===== src/rtl/net_adaptor_pkg.sv =====
// constants shared by the network adaptor i/o register block
// Behaviour
// nine address bits decoded; bits 8-6 pick group, 5-0 go to group
// group 7 reads return fixed identifier; writes acknowledged, no effect
// group 6 reads return station rom byte by bits 4-0; writes ignored
// rom: address, checksum, reversed copy, duplicate, then alternating pattern
// group 4 maps 64 serial registers; upper 24 bits read zero, ignored
// host spaces serial controller accesses at least 450 ns apart
// group 5 reads status word; writes load only control field
// snapshot ethernet status on its interrupt and on status register reads
// consume pointer steps before receive flag; produce steps on length write
// fifo empty when pointers equal, full when produce plus one equals consume
// control bits 7-4 read/write, cleared by reset
// lane sequence bit picks byte order for send and receive
// transceiver off loops transmitter to receiver
// send enable sends one packet, flags, then waits for enable low
// receive runs only when enabled and descriptor fifo not empty
// interrupt line asserted while any flag bit set
// status read clears flags unless address bit zero set; reset clears
// send flag set when packet sent or aborted
// software watchdog of 3 seconds clears send enable if hung
// receive flag set per copied packet; completions merge
// bad bus parity on sampled cycles sets parity flag; parity generated
// serial flag follows pin; read clears it only with pin inactive
// status word layout and flag bit order fixed
package net_adaptor_pkg;
	// register groups on address bits 8-6
	localparam logic [2:0] GRP_MODEM = 3'h0;
	localparam logic [2:0] GRP_DMA = 3'h1;
	localparam logic [2:0] GRP_ETH = 3'h2;
	localparam logic [2:0] GRP_SERIAL = 3'h4;
	localparam logic [2:0] GRP_STATUS = 3'h5;
	localparam logic [2:0] GRP_ROM = 3'h6;
	localparam logic [2:0] GRP_ID = 3'h7;
	localparam int GRP_MSB = 8;
	localparam int GRP_LSB = 6;
	// sub-addresses inside groups
	localparam logic [1:0] DMA_RX_LENGTH = 2'h3;
	localparam logic [1:0] ETH_STATUS_HI = 2'h3;
	// status word field positions
	localparam int SEND_OUT_LSB = 24;
	localparam int RECV_OUT_LSB = 16;
	localparam int CONSUME_LSB = 12;
	localparam int PRODUCE_LSB = 8;
	localparam int CTRL_LSB = 4;
	localparam int CTRL_MSB = 7;
	// control bits inside the 4-bit field
	localparam int LANE_SEQ_BIT = 3;
	localparam int XCVR_ON_BIT = 2;
	localparam int SEND_EN_BIT = 1;
	localparam int RECV_EN_BIT = 0;
	// flag bits
	localparam int SEND_DONE_BIT = 3;
	localparam int RECV_DONE_BIT = 2;
	localparam int BUS_CHECK_BIT = 1;
	localparam int SERIAL_BIT = 0;
	// reset values
	localparam logic [3:0] CTRL_RESET = 4'h0;
	localparam logic [3:0] FLAGS_RESET = 4'h0;
	localparam logic [3:0] PTR_RESET = 4'h0;
	localparam logic [7:0] MODEM_RESET = 8'h00;
	// serial controller access spacing kept by the host
	localparam int SERIAL_GAP_NS = 450;
	localparam int CLK_PERIOD_NS = 50;
	localparam int SERIAL_GAP_CYC =
		(SERIAL_GAP_NS + CLK_PERIOD_NS - 1) / CLK_PERIOD_NS;
	// rom layout
	localparam int ROM_BYTES = 32;
	localparam logic [7:0] ROM_TEST0 = 8'hff;
	localparam logic [7:0] ROM_TEST1 = 8'h00;
	localparam logic [7:0] ROM_TEST2 = 8'h55;
	localparam logic [7:0] ROM_TEST3 = 8'haa;
endpackage


===== src/rtl/station_address_rom.sv =====
// 32-byte station address rom, built from parameters
`timescale 1ns/1ps
module station_address_rom
	import net_adaptor_pkg::*;
#(
	// arbitrary neutral address and checksum
	parameter logic [47:0] STATION = 48'h0200_0000_0001,
	parameter logic [15:0] CHECKSUM = 16'h0000
)
(
	input wire logic [4:0] index,
	output logic [7:0] data
);
	logic [7:0] image [0:7];
	logic [7:0] table_q [0:ROM_BYTES-1];

	// first eight bytes: address then checksum
	always_comb
	begin
		for (int i = 0; i < 6; i++)
			image[i] = STATION[8*(5-i) +: 8];
		image[6] = CHECKSUM[15:8];
		image[7] = CHECKSUM[7:0];
	end

	// reversed copy, duplicate copy, then test pattern
	genvar g;
	generate
		for (g = 0; g < 8; g++)
		begin : g_fill
			assign table_q[g] = image[g];
			assign table_q[8+g] = image[7-g];
			assign table_q[16+g] = image[g];
			assign table_q[24+g] = (g % 4 == 0) ? ROM_TEST0 :
				(g % 4 == 1) ? ROM_TEST1 :
				(g % 4 == 2) ? ROM_TEST2 : ROM_TEST3;
		end
	endgenerate

	assign data = table_q[index];
endmodule


===== src/rtl/network_adaptor_io_registers.sv =====
// i/o register decode, status and control of the network adaptor
`timescale 1ns/1ps
module network_adaptor_io_registers
	import net_adaptor_pkg::*;
#(
	// arbitrary identifier value
	parameter logic [31:0] ID_CODE = 32'h0000_00a5
)
(
	input wire logic mclk,
	input wire logic nrst,
	// system i/o bus
	input wire logic io_read,
	input wire logic io_write,
	input wire logic [8:0] io_addr,
	input wire logic io_apar,
	input wire logic [31:0] io_wdata,
	input wire logic [3:0] io_wpar,
	output logic io_ack,
	output logic [31:0] io_rdata,
	output logic [3:0] io_rpar,
	output logic io_irq,
	// sub-device access port
	output logic [5:0] sub_addr,
	output logic [31:0] sub_wdata,
	output logic serial_rd,
	output logic serial_wr,
	output logic eth_rd,
	output logic eth_wr,
	output logic dma_rd,
	output logic dma_wr,
	input wire logic [7:0] serial_rdata,
	input wire logic [7:0] eth_rdata,
	input wire logic [31:0] dma_rdata,
	// pins from the controllers
	input wire logic serial_irq_pin,
	input wire logic eth_irq_pin,
	input wire logic [7:0] eth_send_live,
	input wire logic [7:0] eth_recv_live,
	// events from the dma sequencer
	input wire logic send_finished,
	input wire logic recv_status_stored,
	input wire logic dma_par_err,
	// controls to the rest of the adaptor
	output logic [7:0] modem_ctl,
	output logic lane_sequence_select,
	output logic loopback,
	output logic send_go,
	output logic recv_go,
	output logic [3:0] receive_consume_pointer,
	output logic [3:0] receive_produce_pointer,
	output logic fifo_empty,
	output logic fifo_full,
	output logic [11:0] recv_end_status
);

	////////////////////////////////////////////////////////////////
	// declarations

	logic [3:0] ctrl;
	logic [3:0] flags;
	logic [3:0] next_flags;
	logic [7:0] send_outcome_flags;
	logic [7:0] receive_outcome_flags;
	logic [3:0] next_produce;
	logic [3:0] next_consume;
	logic acc_rd;
	logic acc_wr;
	logic [2:0] acc_grp;
	logic [5:0] acc_low;
	logic [31:0] status_snap;
	logic [31:0] next_rdata;
	logic [7:0] rom_byte;
	logic [2:0] sync_q [0:1];
	logic [1:0] pin_level;
	logic eth_irq_seen;
	logic send_waiting;
	logic recv_flag_due;
	logic [2:0] grp;
	logic taken;
	logic take_rd;
	logic take_wr;
	logic status_clear;
	logic snap_now;
	logic par_bad;
	logic [3:0] set_vec;
	logic [31:0] status_now;

	////////////////////////////////////////////////////////////////
	// request decode

	// only one access in flight; stage one must be free
	assign grp = io_addr[GRP_MSB:GRP_LSB];
	assign taken = (io_read | io_write) & ~(acc_rd | acc_wr);
	assign take_rd = taken & io_read;
	assign take_wr = taken & io_write & ~io_read;

	// bit zero set on the read keeps flags pending
	assign status_clear = take_rd & (grp == GRP_STATUS) & ~io_addr[0];

	// status registers live in the top two ethernet offsets
	assign snap_now = (take_rd & (grp == GRP_ETH) &
		(io_addr[2:1] == ETH_STATUS_HI)) |
		(pin_level[1] & ~eth_irq_seen);

	// odd parity per byte on writes, on the address for reads
	function automatic logic odd_bad(input logic [8:0] v);
		odd_bad = ~(^v);
	endfunction

	always_comb
	begin
		par_bad = 1'b0;
		if (take_wr)
		begin
			for (int b = 0; b < 4; b++)
				par_bad = par_bad |
					odd_bad({io_wdata[8*b +: 8], io_wpar[b]});
		end
		else if (take_rd)
			par_bad = odd_bad({io_addr[7:0], io_apar ^ io_addr[8]});
	end

	////////////////////////////////////////////////////////////////
	// pin synchronisers

	// three stages; a change counts once stages two and three agree
	genvar p;
	generate
		for (p = 0; p < 2; p++)
		begin : g_sync
			always_ff @(posedge mclk)
			begin
				if (!nrst)
				begin
					sync_q[p] <= 3'h0;
					pin_level[p] <= 1'b0;
				end
				else
				begin
					sync_q[p] <= {sync_q[p][1:0],
						p == 0 ? serial_irq_pin : eth_irq_pin};
					if (sync_q[p][1] == sync_q[p][2])
						pin_level[p] <= sync_q[p][2];
				end
			end
		end
	endgenerate

	// edge memory for the ethernet interrupt
	always_ff @(posedge mclk)
	begin
		if (!nrst)
			eth_irq_seen <= 1'b0;
		else
			eth_irq_seen <= pin_level[1];
	end

	////////////////////////////////////////////////////////////////
	// access pipeline

	// stage one: capture request and issue sub-device strobes
	always_ff @(posedge mclk)
	begin
		if (!nrst)
		begin
			acc_rd <= 1'b0;
			acc_wr <= 1'b0;
			acc_grp <= GRP_MODEM;
			acc_low <= 6'h00;
			sub_addr <= 6'h00;
			sub_wdata <= 32'h0000_0000;
			serial_rd <= 1'b0;
			serial_wr <= 1'b0;
			eth_rd <= 1'b0;
			eth_wr <= 1'b0;
			dma_rd <= 1'b0;
			dma_wr <= 1'b0;
		end
		else
		begin
			acc_rd <= take_rd;
			acc_wr <= take_wr;
			if (taken)
			begin
				acc_grp <= grp;
				acc_low <= io_addr[5:0];
				sub_addr <= io_addr[5:0];
			end
			if (take_wr)
			begin
				// byte-wide devices see only the low byte
				sub_wdata <= (grp == GRP_DMA) ? io_wdata :
					{24'h00_0000, io_wdata[7:0]};
			end
			serial_rd <= take_rd & (grp == GRP_SERIAL);
			serial_wr <= take_wr & (grp == GRP_SERIAL);
			eth_rd <= take_rd & (grp == GRP_ETH);
			eth_wr <= take_wr & (grp == GRP_ETH);
			dma_rd <= take_rd & (grp == GRP_DMA);
			dma_wr <= take_wr & (grp == GRP_DMA);
		end
	end

	// status word picture, caught before the read clears flags
	assign status_now = {send_outcome_flags, receive_outcome_flags,
		receive_consume_pointer, receive_produce_pointer,
		ctrl, flags};

	always_ff @(posedge mclk)
	begin
		if (!nrst)
			status_snap <= 32'h0000_0000;
		else if (take_rd && grp == GRP_STATUS)
			status_snap <= status_now;
	end

	station_address_rom station_address_rom_inst
	(
		.index(acc_low[4:0]),
		.data(rom_byte)
	);

	// stage two read mux; unmapped and write-only groups read zero
	always_comb
	begin
		next_rdata = 32'h0000_0000;
		unique case (acc_grp)
			GRP_ID: next_rdata = ID_CODE;
			GRP_ROM: next_rdata = {24'h00_0000, rom_byte};
			GRP_STATUS: next_rdata = status_snap;
			GRP_SERIAL: next_rdata = {24'h00_0000, serial_rdata};
			GRP_ETH: next_rdata = {24'h00_0000, eth_rdata};
			GRP_DMA: next_rdata = dma_rdata;
			default: next_rdata = 32'h0000_0000;
		endcase
	end

	// stage two: answer with data and generated parity
	always_ff @(posedge mclk)
	begin
		if (!nrst)
		begin
			io_ack <= 1'b0;
			io_rdata <= 32'h0000_0000;
			io_rpar <= 4'hf;
		end
		else
		begin
			io_ack <= acc_rd | acc_wr;
			io_rdata <= acc_rd ? next_rdata : 32'h0000_0000;
			for (int b = 0; b < 4; b++)
				io_rpar[b] <= acc_rd ? ~(^next_rdata[8*b +: 8])
					: 1'b1;
		end
	end

	////////////////////////////////////////////////////////////////
	// control and modem registers

	// only the control field takes a status-group write
	always_ff @(posedge mclk)
	begin
		if (!nrst)
			ctrl <= CTRL_RESET;
		else if (take_wr && grp == GRP_STATUS)
			ctrl <= io_wdata[CTRL_MSB:CTRL_LSB];
	end

	always_ff @(posedge mclk)
	begin
		if (!nrst)
			modem_ctl <= MODEM_RESET;
		else if (take_wr && grp == GRP_MODEM)
			modem_ctl <= io_wdata[7:0];
	end

	////////////////////////////////////////////////////////////////
	// ethernet status holding registers

	always_ff @(posedge mclk)
	begin
		if (!nrst)
		begin
			send_outcome_flags <= 8'h00;
			receive_outcome_flags <= 8'h00;
		end
		else if (snap_now)
		begin
			send_outcome_flags <= eth_send_live;
			receive_outcome_flags <= eth_recv_live;
		end
	end

	////////////////////////////////////////////////////////////////
	// descriptor fifo pointers

	// 4-bit pointers wrap modulo 16 by width
	assign next_consume = receive_consume_pointer +
		{3'h0, recv_status_stored};
	assign next_produce = receive_produce_pointer +
		{3'h0, take_wr && grp == GRP_DMA &&
		io_addr[1:0] == DMA_RX_LENGTH};

	always_ff @(posedge mclk)
	begin
		if (!nrst)
		begin
			receive_consume_pointer <= PTR_RESET;
			receive_produce_pointer <= PTR_RESET;
			fifo_empty <= 1'b1;
			fifo_full <= 1'b0;
		end
		else
		begin
			receive_consume_pointer <= next_consume;
			receive_produce_pointer <= next_produce;
			fifo_empty <= next_consume == next_produce;
			fifo_full <= 4'(next_produce + 4'h1) == next_consume;
		end
	end

	// ending status carries the already advanced consume pointer
	always_ff @(posedge mclk)
	begin
		if (!nrst)
			recv_end_status <= 12'h000;
		else
			recv_end_status <= {next_consume, receive_outcome_flags};
	end

	////////////////////////////////////////////////////////////////
	// transmitter and receiver gating

	// one packet per enable; rearm needs enable low first
	always_ff @(posedge mclk)
	begin
		if (!nrst)
		begin
			send_waiting <= 1'b0;
			send_go <= 1'b0;
		end
		else
		begin
			if (!ctrl[SEND_EN_BIT])
				send_waiting <= 1'b0;
			else if (send_finished)
				send_waiting <= 1'b1;
			send_go <= ctrl[SEND_EN_BIT] & ~send_waiting &
				~send_finished;
		end
	end

	always_ff @(posedge mclk)
	begin
		if (!nrst)
		begin
			recv_go <= 1'b0;
			lane_sequence_select <= 1'b0;
			loopback <= 1'b1;
		end
		else
		begin
			recv_go <= ctrl[RECV_EN_BIT] &
				(next_consume != next_produce);
			lane_sequence_select <= ctrl[LANE_SEQ_BIT];
			loopback <= ~ctrl[XCVR_ON_BIT];
		end
	end

	////////////////////////////////////////////////////////////////
	// interrupt flags

	// receive flag follows the pointer step by one cycle
	always_ff @(posedge mclk)
	begin
		if (!nrst)
			recv_flag_due <= 1'b0;
		else
			recv_flag_due <= recv_status_stored;
	end

	// sources; the serial one is a level, so it wins while active
	always_comb
	begin
		set_vec = 4'h0;
		set_vec[SEND_DONE_BIT] = send_finished;
		set_vec[RECV_DONE_BIT] = recv_flag_due;
		set_vec[BUS_CHECK_BIT] = par_bad | dma_par_err;
		set_vec[SERIAL_BIT] = pin_level[0];
	end

	// set beats clear so a same-cycle event is kept
	assign next_flags = (flags & ~{4{status_clear}}) | set_vec;

	always_ff @(posedge mclk)
	begin
		if (!nrst)
		begin
			flags <= FLAGS_RESET;
			io_irq <= 1'b0;
		end
		else
		begin
			flags <= next_flags;
			io_irq <= |next_flags;
		end
	end
endmodule


===== config.mk =====
export PLATFORM = sky130hd
export DESIGN_NAME = network_adaptor_io_registers
export DESIGN_NICKNAME = d
export VERILOG_FILES = /design/src/rtl/net_adaptor_pkg.sv /design/src/rtl/station_address_rom.sv /design/src/rtl/network_adaptor_io_registers.sv
export SDC_FILE = /design/constraint.sdc
export NUM_CORES = 1
export LEC_CHECK = 0
export BUFFER_PORTS_ARGS = -buffer_cell sky130_fd_sc_hd__buf_2
export CORE_AREA = 2 2 159 146
export CTS_BUF_LIST = sky130_fd_sc_hd__clkbuf_8
export CTS_CLUSTER_SIZE = 20
export DETAILED_ROUTE_END_ITERATION = 12
export DIE_AREA = 0 0 161 148
export GPL_TIMING_DRIVEN = 0
export PLACE_DENSITY = 0.58
export SLEW_MARGIN = 5
export SYNTH_ARGS = -nofsm -noshare
export SYNTH_HDL_FRONTEND = slang
export SYNTH_SLANG_ARGS = --single-unit

===== constraint.sdc =====
create_clock -name mclk -period 3.43 [get_ports mclk]
set_clock_uncertainty 0.1 [all_clocks]
set_input_delay 0.343 -clock mclk [delete_from_list [all_inputs] [get_ports mclk]]
set_output_delay 0.343 -clock mclk [all_outputs]
set_load 0.02 [all_outputs]

==> results.md <==
- Worst hold path class: input port to register
- Crit-path slowest cell: o41ai_1
- Number of distinct library cells after synthesis: 50
- Top Ports: 235
- Via density: 4.509
- CTS tree: built
- Critical path launch point type: register
- Worst Hold Slack: 27.71 ps
- Top cells by count, synth: dfxtp_1, nand2_1, xnor2_1
- Die width: 161 µm
- Final-layout fill cell count: 2211
- Max Cap Viol: 0
- Clock tree buffer depth: 2
- CP Class: register to register
- Drt pass-1 iters: 5
- Buffer and inverter count on the worst path: 0
- Total vias in the final route: 6240
- Clock slew at reported path FFs: 110 ps
- RSZ-0062 raised after global routing: false
- Initial antenna violation count: 4
- Synth Instances: 798
- WP data arrival: 3230 ps
- Cell taking the most area after synthesis: dfxtp_1
- CP Cell Sequence: nor2_1, nand3b_1, nor2_1, and4_1, ha_1, ha_1, xor2_1, xor2_1, o41ai_1, nor2_1
- Insertion delay to the later sink of the worst-skew pair: 460 ps
- Layout area overhead: 28.01%
- Most frequent CP cell: nor2_1
- Multi-input combinational cell area: 3724 µm²
- Synth area leaders: dfxtp_1, mux2i_1, xnor2_1
- Worst VDD drop: 0.0001986 V
- CP peak stage delay: 550 ps
- Leak: 0.004395 µW
- P per Cell Area: 433.2 nW/µm²
- Sequential fraction of the synthesis area: 0.4816
- Register area: 3684 µm²
- Top_reg_cell synth: dfxtp_1
- Die ar.: 23830 µm²
- EDFF count, synth: 0
- WL final: 21170 µm
- Starting Density: 0.3458
- Core footprint: 22120 µm²
- Mapped Nets: 927
- CP Capture Type: register
- FP Rows: 52
- Largest net degree at the start of global routing: 18
- CTS Buf Count: 17
- Top cell type's share of synthesized area: 0.4816
- Max Slew Vio Count: 0
- Starting DRC count in detailed routing: 301
- Clock sinks: 184
- DP HPWL: 16180 µm
- Async set-reset flop share out of synthesis: 0
- Slew Limit Headroom: 0.5766
- Global-route wire length before repair: 32860 µm
- Layout cell share with drive strength beyond 1: 0.2606
- Fmax: 333.7 MHz
- WL/cell: 15.29 µm
- Pwr Total: 4241 µW
- Cell with the most instances after synthesis: dfxtp_1
- Final hold vios: 0
- PortBufs: 232
- Vias in the first global route: 6100
- Status: finished clean
- Synth warn: 0
- Tmin final: 2997 ps
- Post-DRT Antenna Nets: 0
- Post-Synthesis Cell Area: 7649 µm²
- Yosys reg bits: 184
- Crit path max-delay family: simple AND/OR/NAND/NOR gates
- Crit Path Max Fanout: 7
- Worst Tran Pin Value: 635.0 ps
- Setup TNS: 0 ps
- Final setup violating endpoints: 0
- Gr ovfl total: 0
- Htree depth: 4
- DRC: 0
- Syn Area/Cell: 9.585 µm²
- CTS root buf: clkbuf_8
- Tcrit/Tclk final: 0.8737
- Post-layout nets: 1203
- Post-CTS sizing: 0
- Gpl congestion: 0.7832
- GRT Total Usage: 0.1783
- Final core occ: 0.4426
- CP required: 3660 ps
- Die Height: 148 µm
==> what timing repair did <==
action                     CTS  global route
hold buffers                23             1
hold endpoints to repair    23             1
setup endpoints to repair    0             3
setup buffers                0             1
==> state kept, by name, indices dropped and copies added, names as in the netlist, 6 cells and up <==
signal and flops:
modem_ctl 8, acc_low 6, status_snap 32, sync_q 6, io_rdata 32, send_outcome_flags 8, sub_wdata 32, receive_outcome_flags 8
recv_end_status 8
==> cell families after synthesis <==
group | count (synthesis) | synth area share
flops | 184 | 0.4816
mux | 54 | 0.07083
compound gates | 134 | 0.1271
simple gates | 272 | 0.1670
fa+ha+maj | 10 | 0.01636
xor+xnor | 89 | 0.1055
buf+inv | 55 | 0.03157
==> final timing paths <==
path | cells past startpoint | end | startpoint | slack, ps
max | 10 | recv_go$_SDFF_PN0_ | acc_rd$_SDFF_PN0_ | 430
min | 2 | sub_wdata[17]$_SDFFE_PN0P_ | io_wdata[17] | 30
max reg2reg | 10 | recv_go$_SDFF_PN0_ | acc_rd$_SDFF_PN0_ | 430
min reg2reg | 1 | send_go$_SDFF_PN0_ | send_waiting$_SDFFE_PN0P_ | 340
==> layout make-up <==
class / instances / area share
Clock inverter: 13 / 0.01137
Tap cell: 297 / 0.03796
Timing Repair Buffer: 257 / 0.1439
Buffer: 46 / 0.02121
Antenna cell: 1 / 0.0002556
Inverter: 9 / 0.003450
Clock buffer: 18 / 0.02530
Multi-Input combinational cell: 559 / 0.3803
Sequential cell: 184 / 0.3762
==> layer usage <==
metal / vias up / global-route usage / wire [µm]
li1: 3211 / - / -
met2: 159 / 0.2805 / 9526
met4: 2 / 0.04554 / 204
met1: 2854 / 0.2385 / 10070
met3: 14 / 0.05556 / 1350
met5: - / 0 / 13
==> report_power, final <==
part	switching (µW)	leakage (µW)	internal, µW
logic	344	0.00272	310
registers	31.2	0.00149	2180
clock network	837	0.000188	543
==> layout by cell type (no fill, tap or decap), drive strengths merged, types with 18 or more instances in the layout <==
master and n:
buf 249, dfxtp 184, nand2 119, xnor2 60
nor2 53, mux2i 53, a21boi 51, clkbuf 48
nor2b 46, xor2 27, a22o 25, and2 24
dlygate4sd3 24, a21oi 18
==> worst reg2reg max path: cells and delay by family, from the launching register on <==
family / cells / cell delay [ps]
AO/OA/AOI/OAI: 1 / 550
XOR/XNOR: 2 / 420
adder cells (fa/ha/maj): 2 / 340
flip-flops: 1 / 390
AND/OR/NAND/NOR: 5 / 1060
==> per-stage QoR <==
| stage | area, µm² | setup WS, ps | cells |
|---|---|---|---|
| 2_1_floorplan | 7649 | 900.6 | 798 |
| 3_5_place_dp | 9181 | 117.7 | 1327 |
| 6_report | 9791 | 433.1 | 1384 |
| 3_3_place_gp | 9181 | 90.44 | 1327 |
| 4_1_cts | 9771 | 47.96 | 1381 |
| 5_1_grt | 9788 | 158.7 | 1383 |
(Power assumes the default switching activity.)
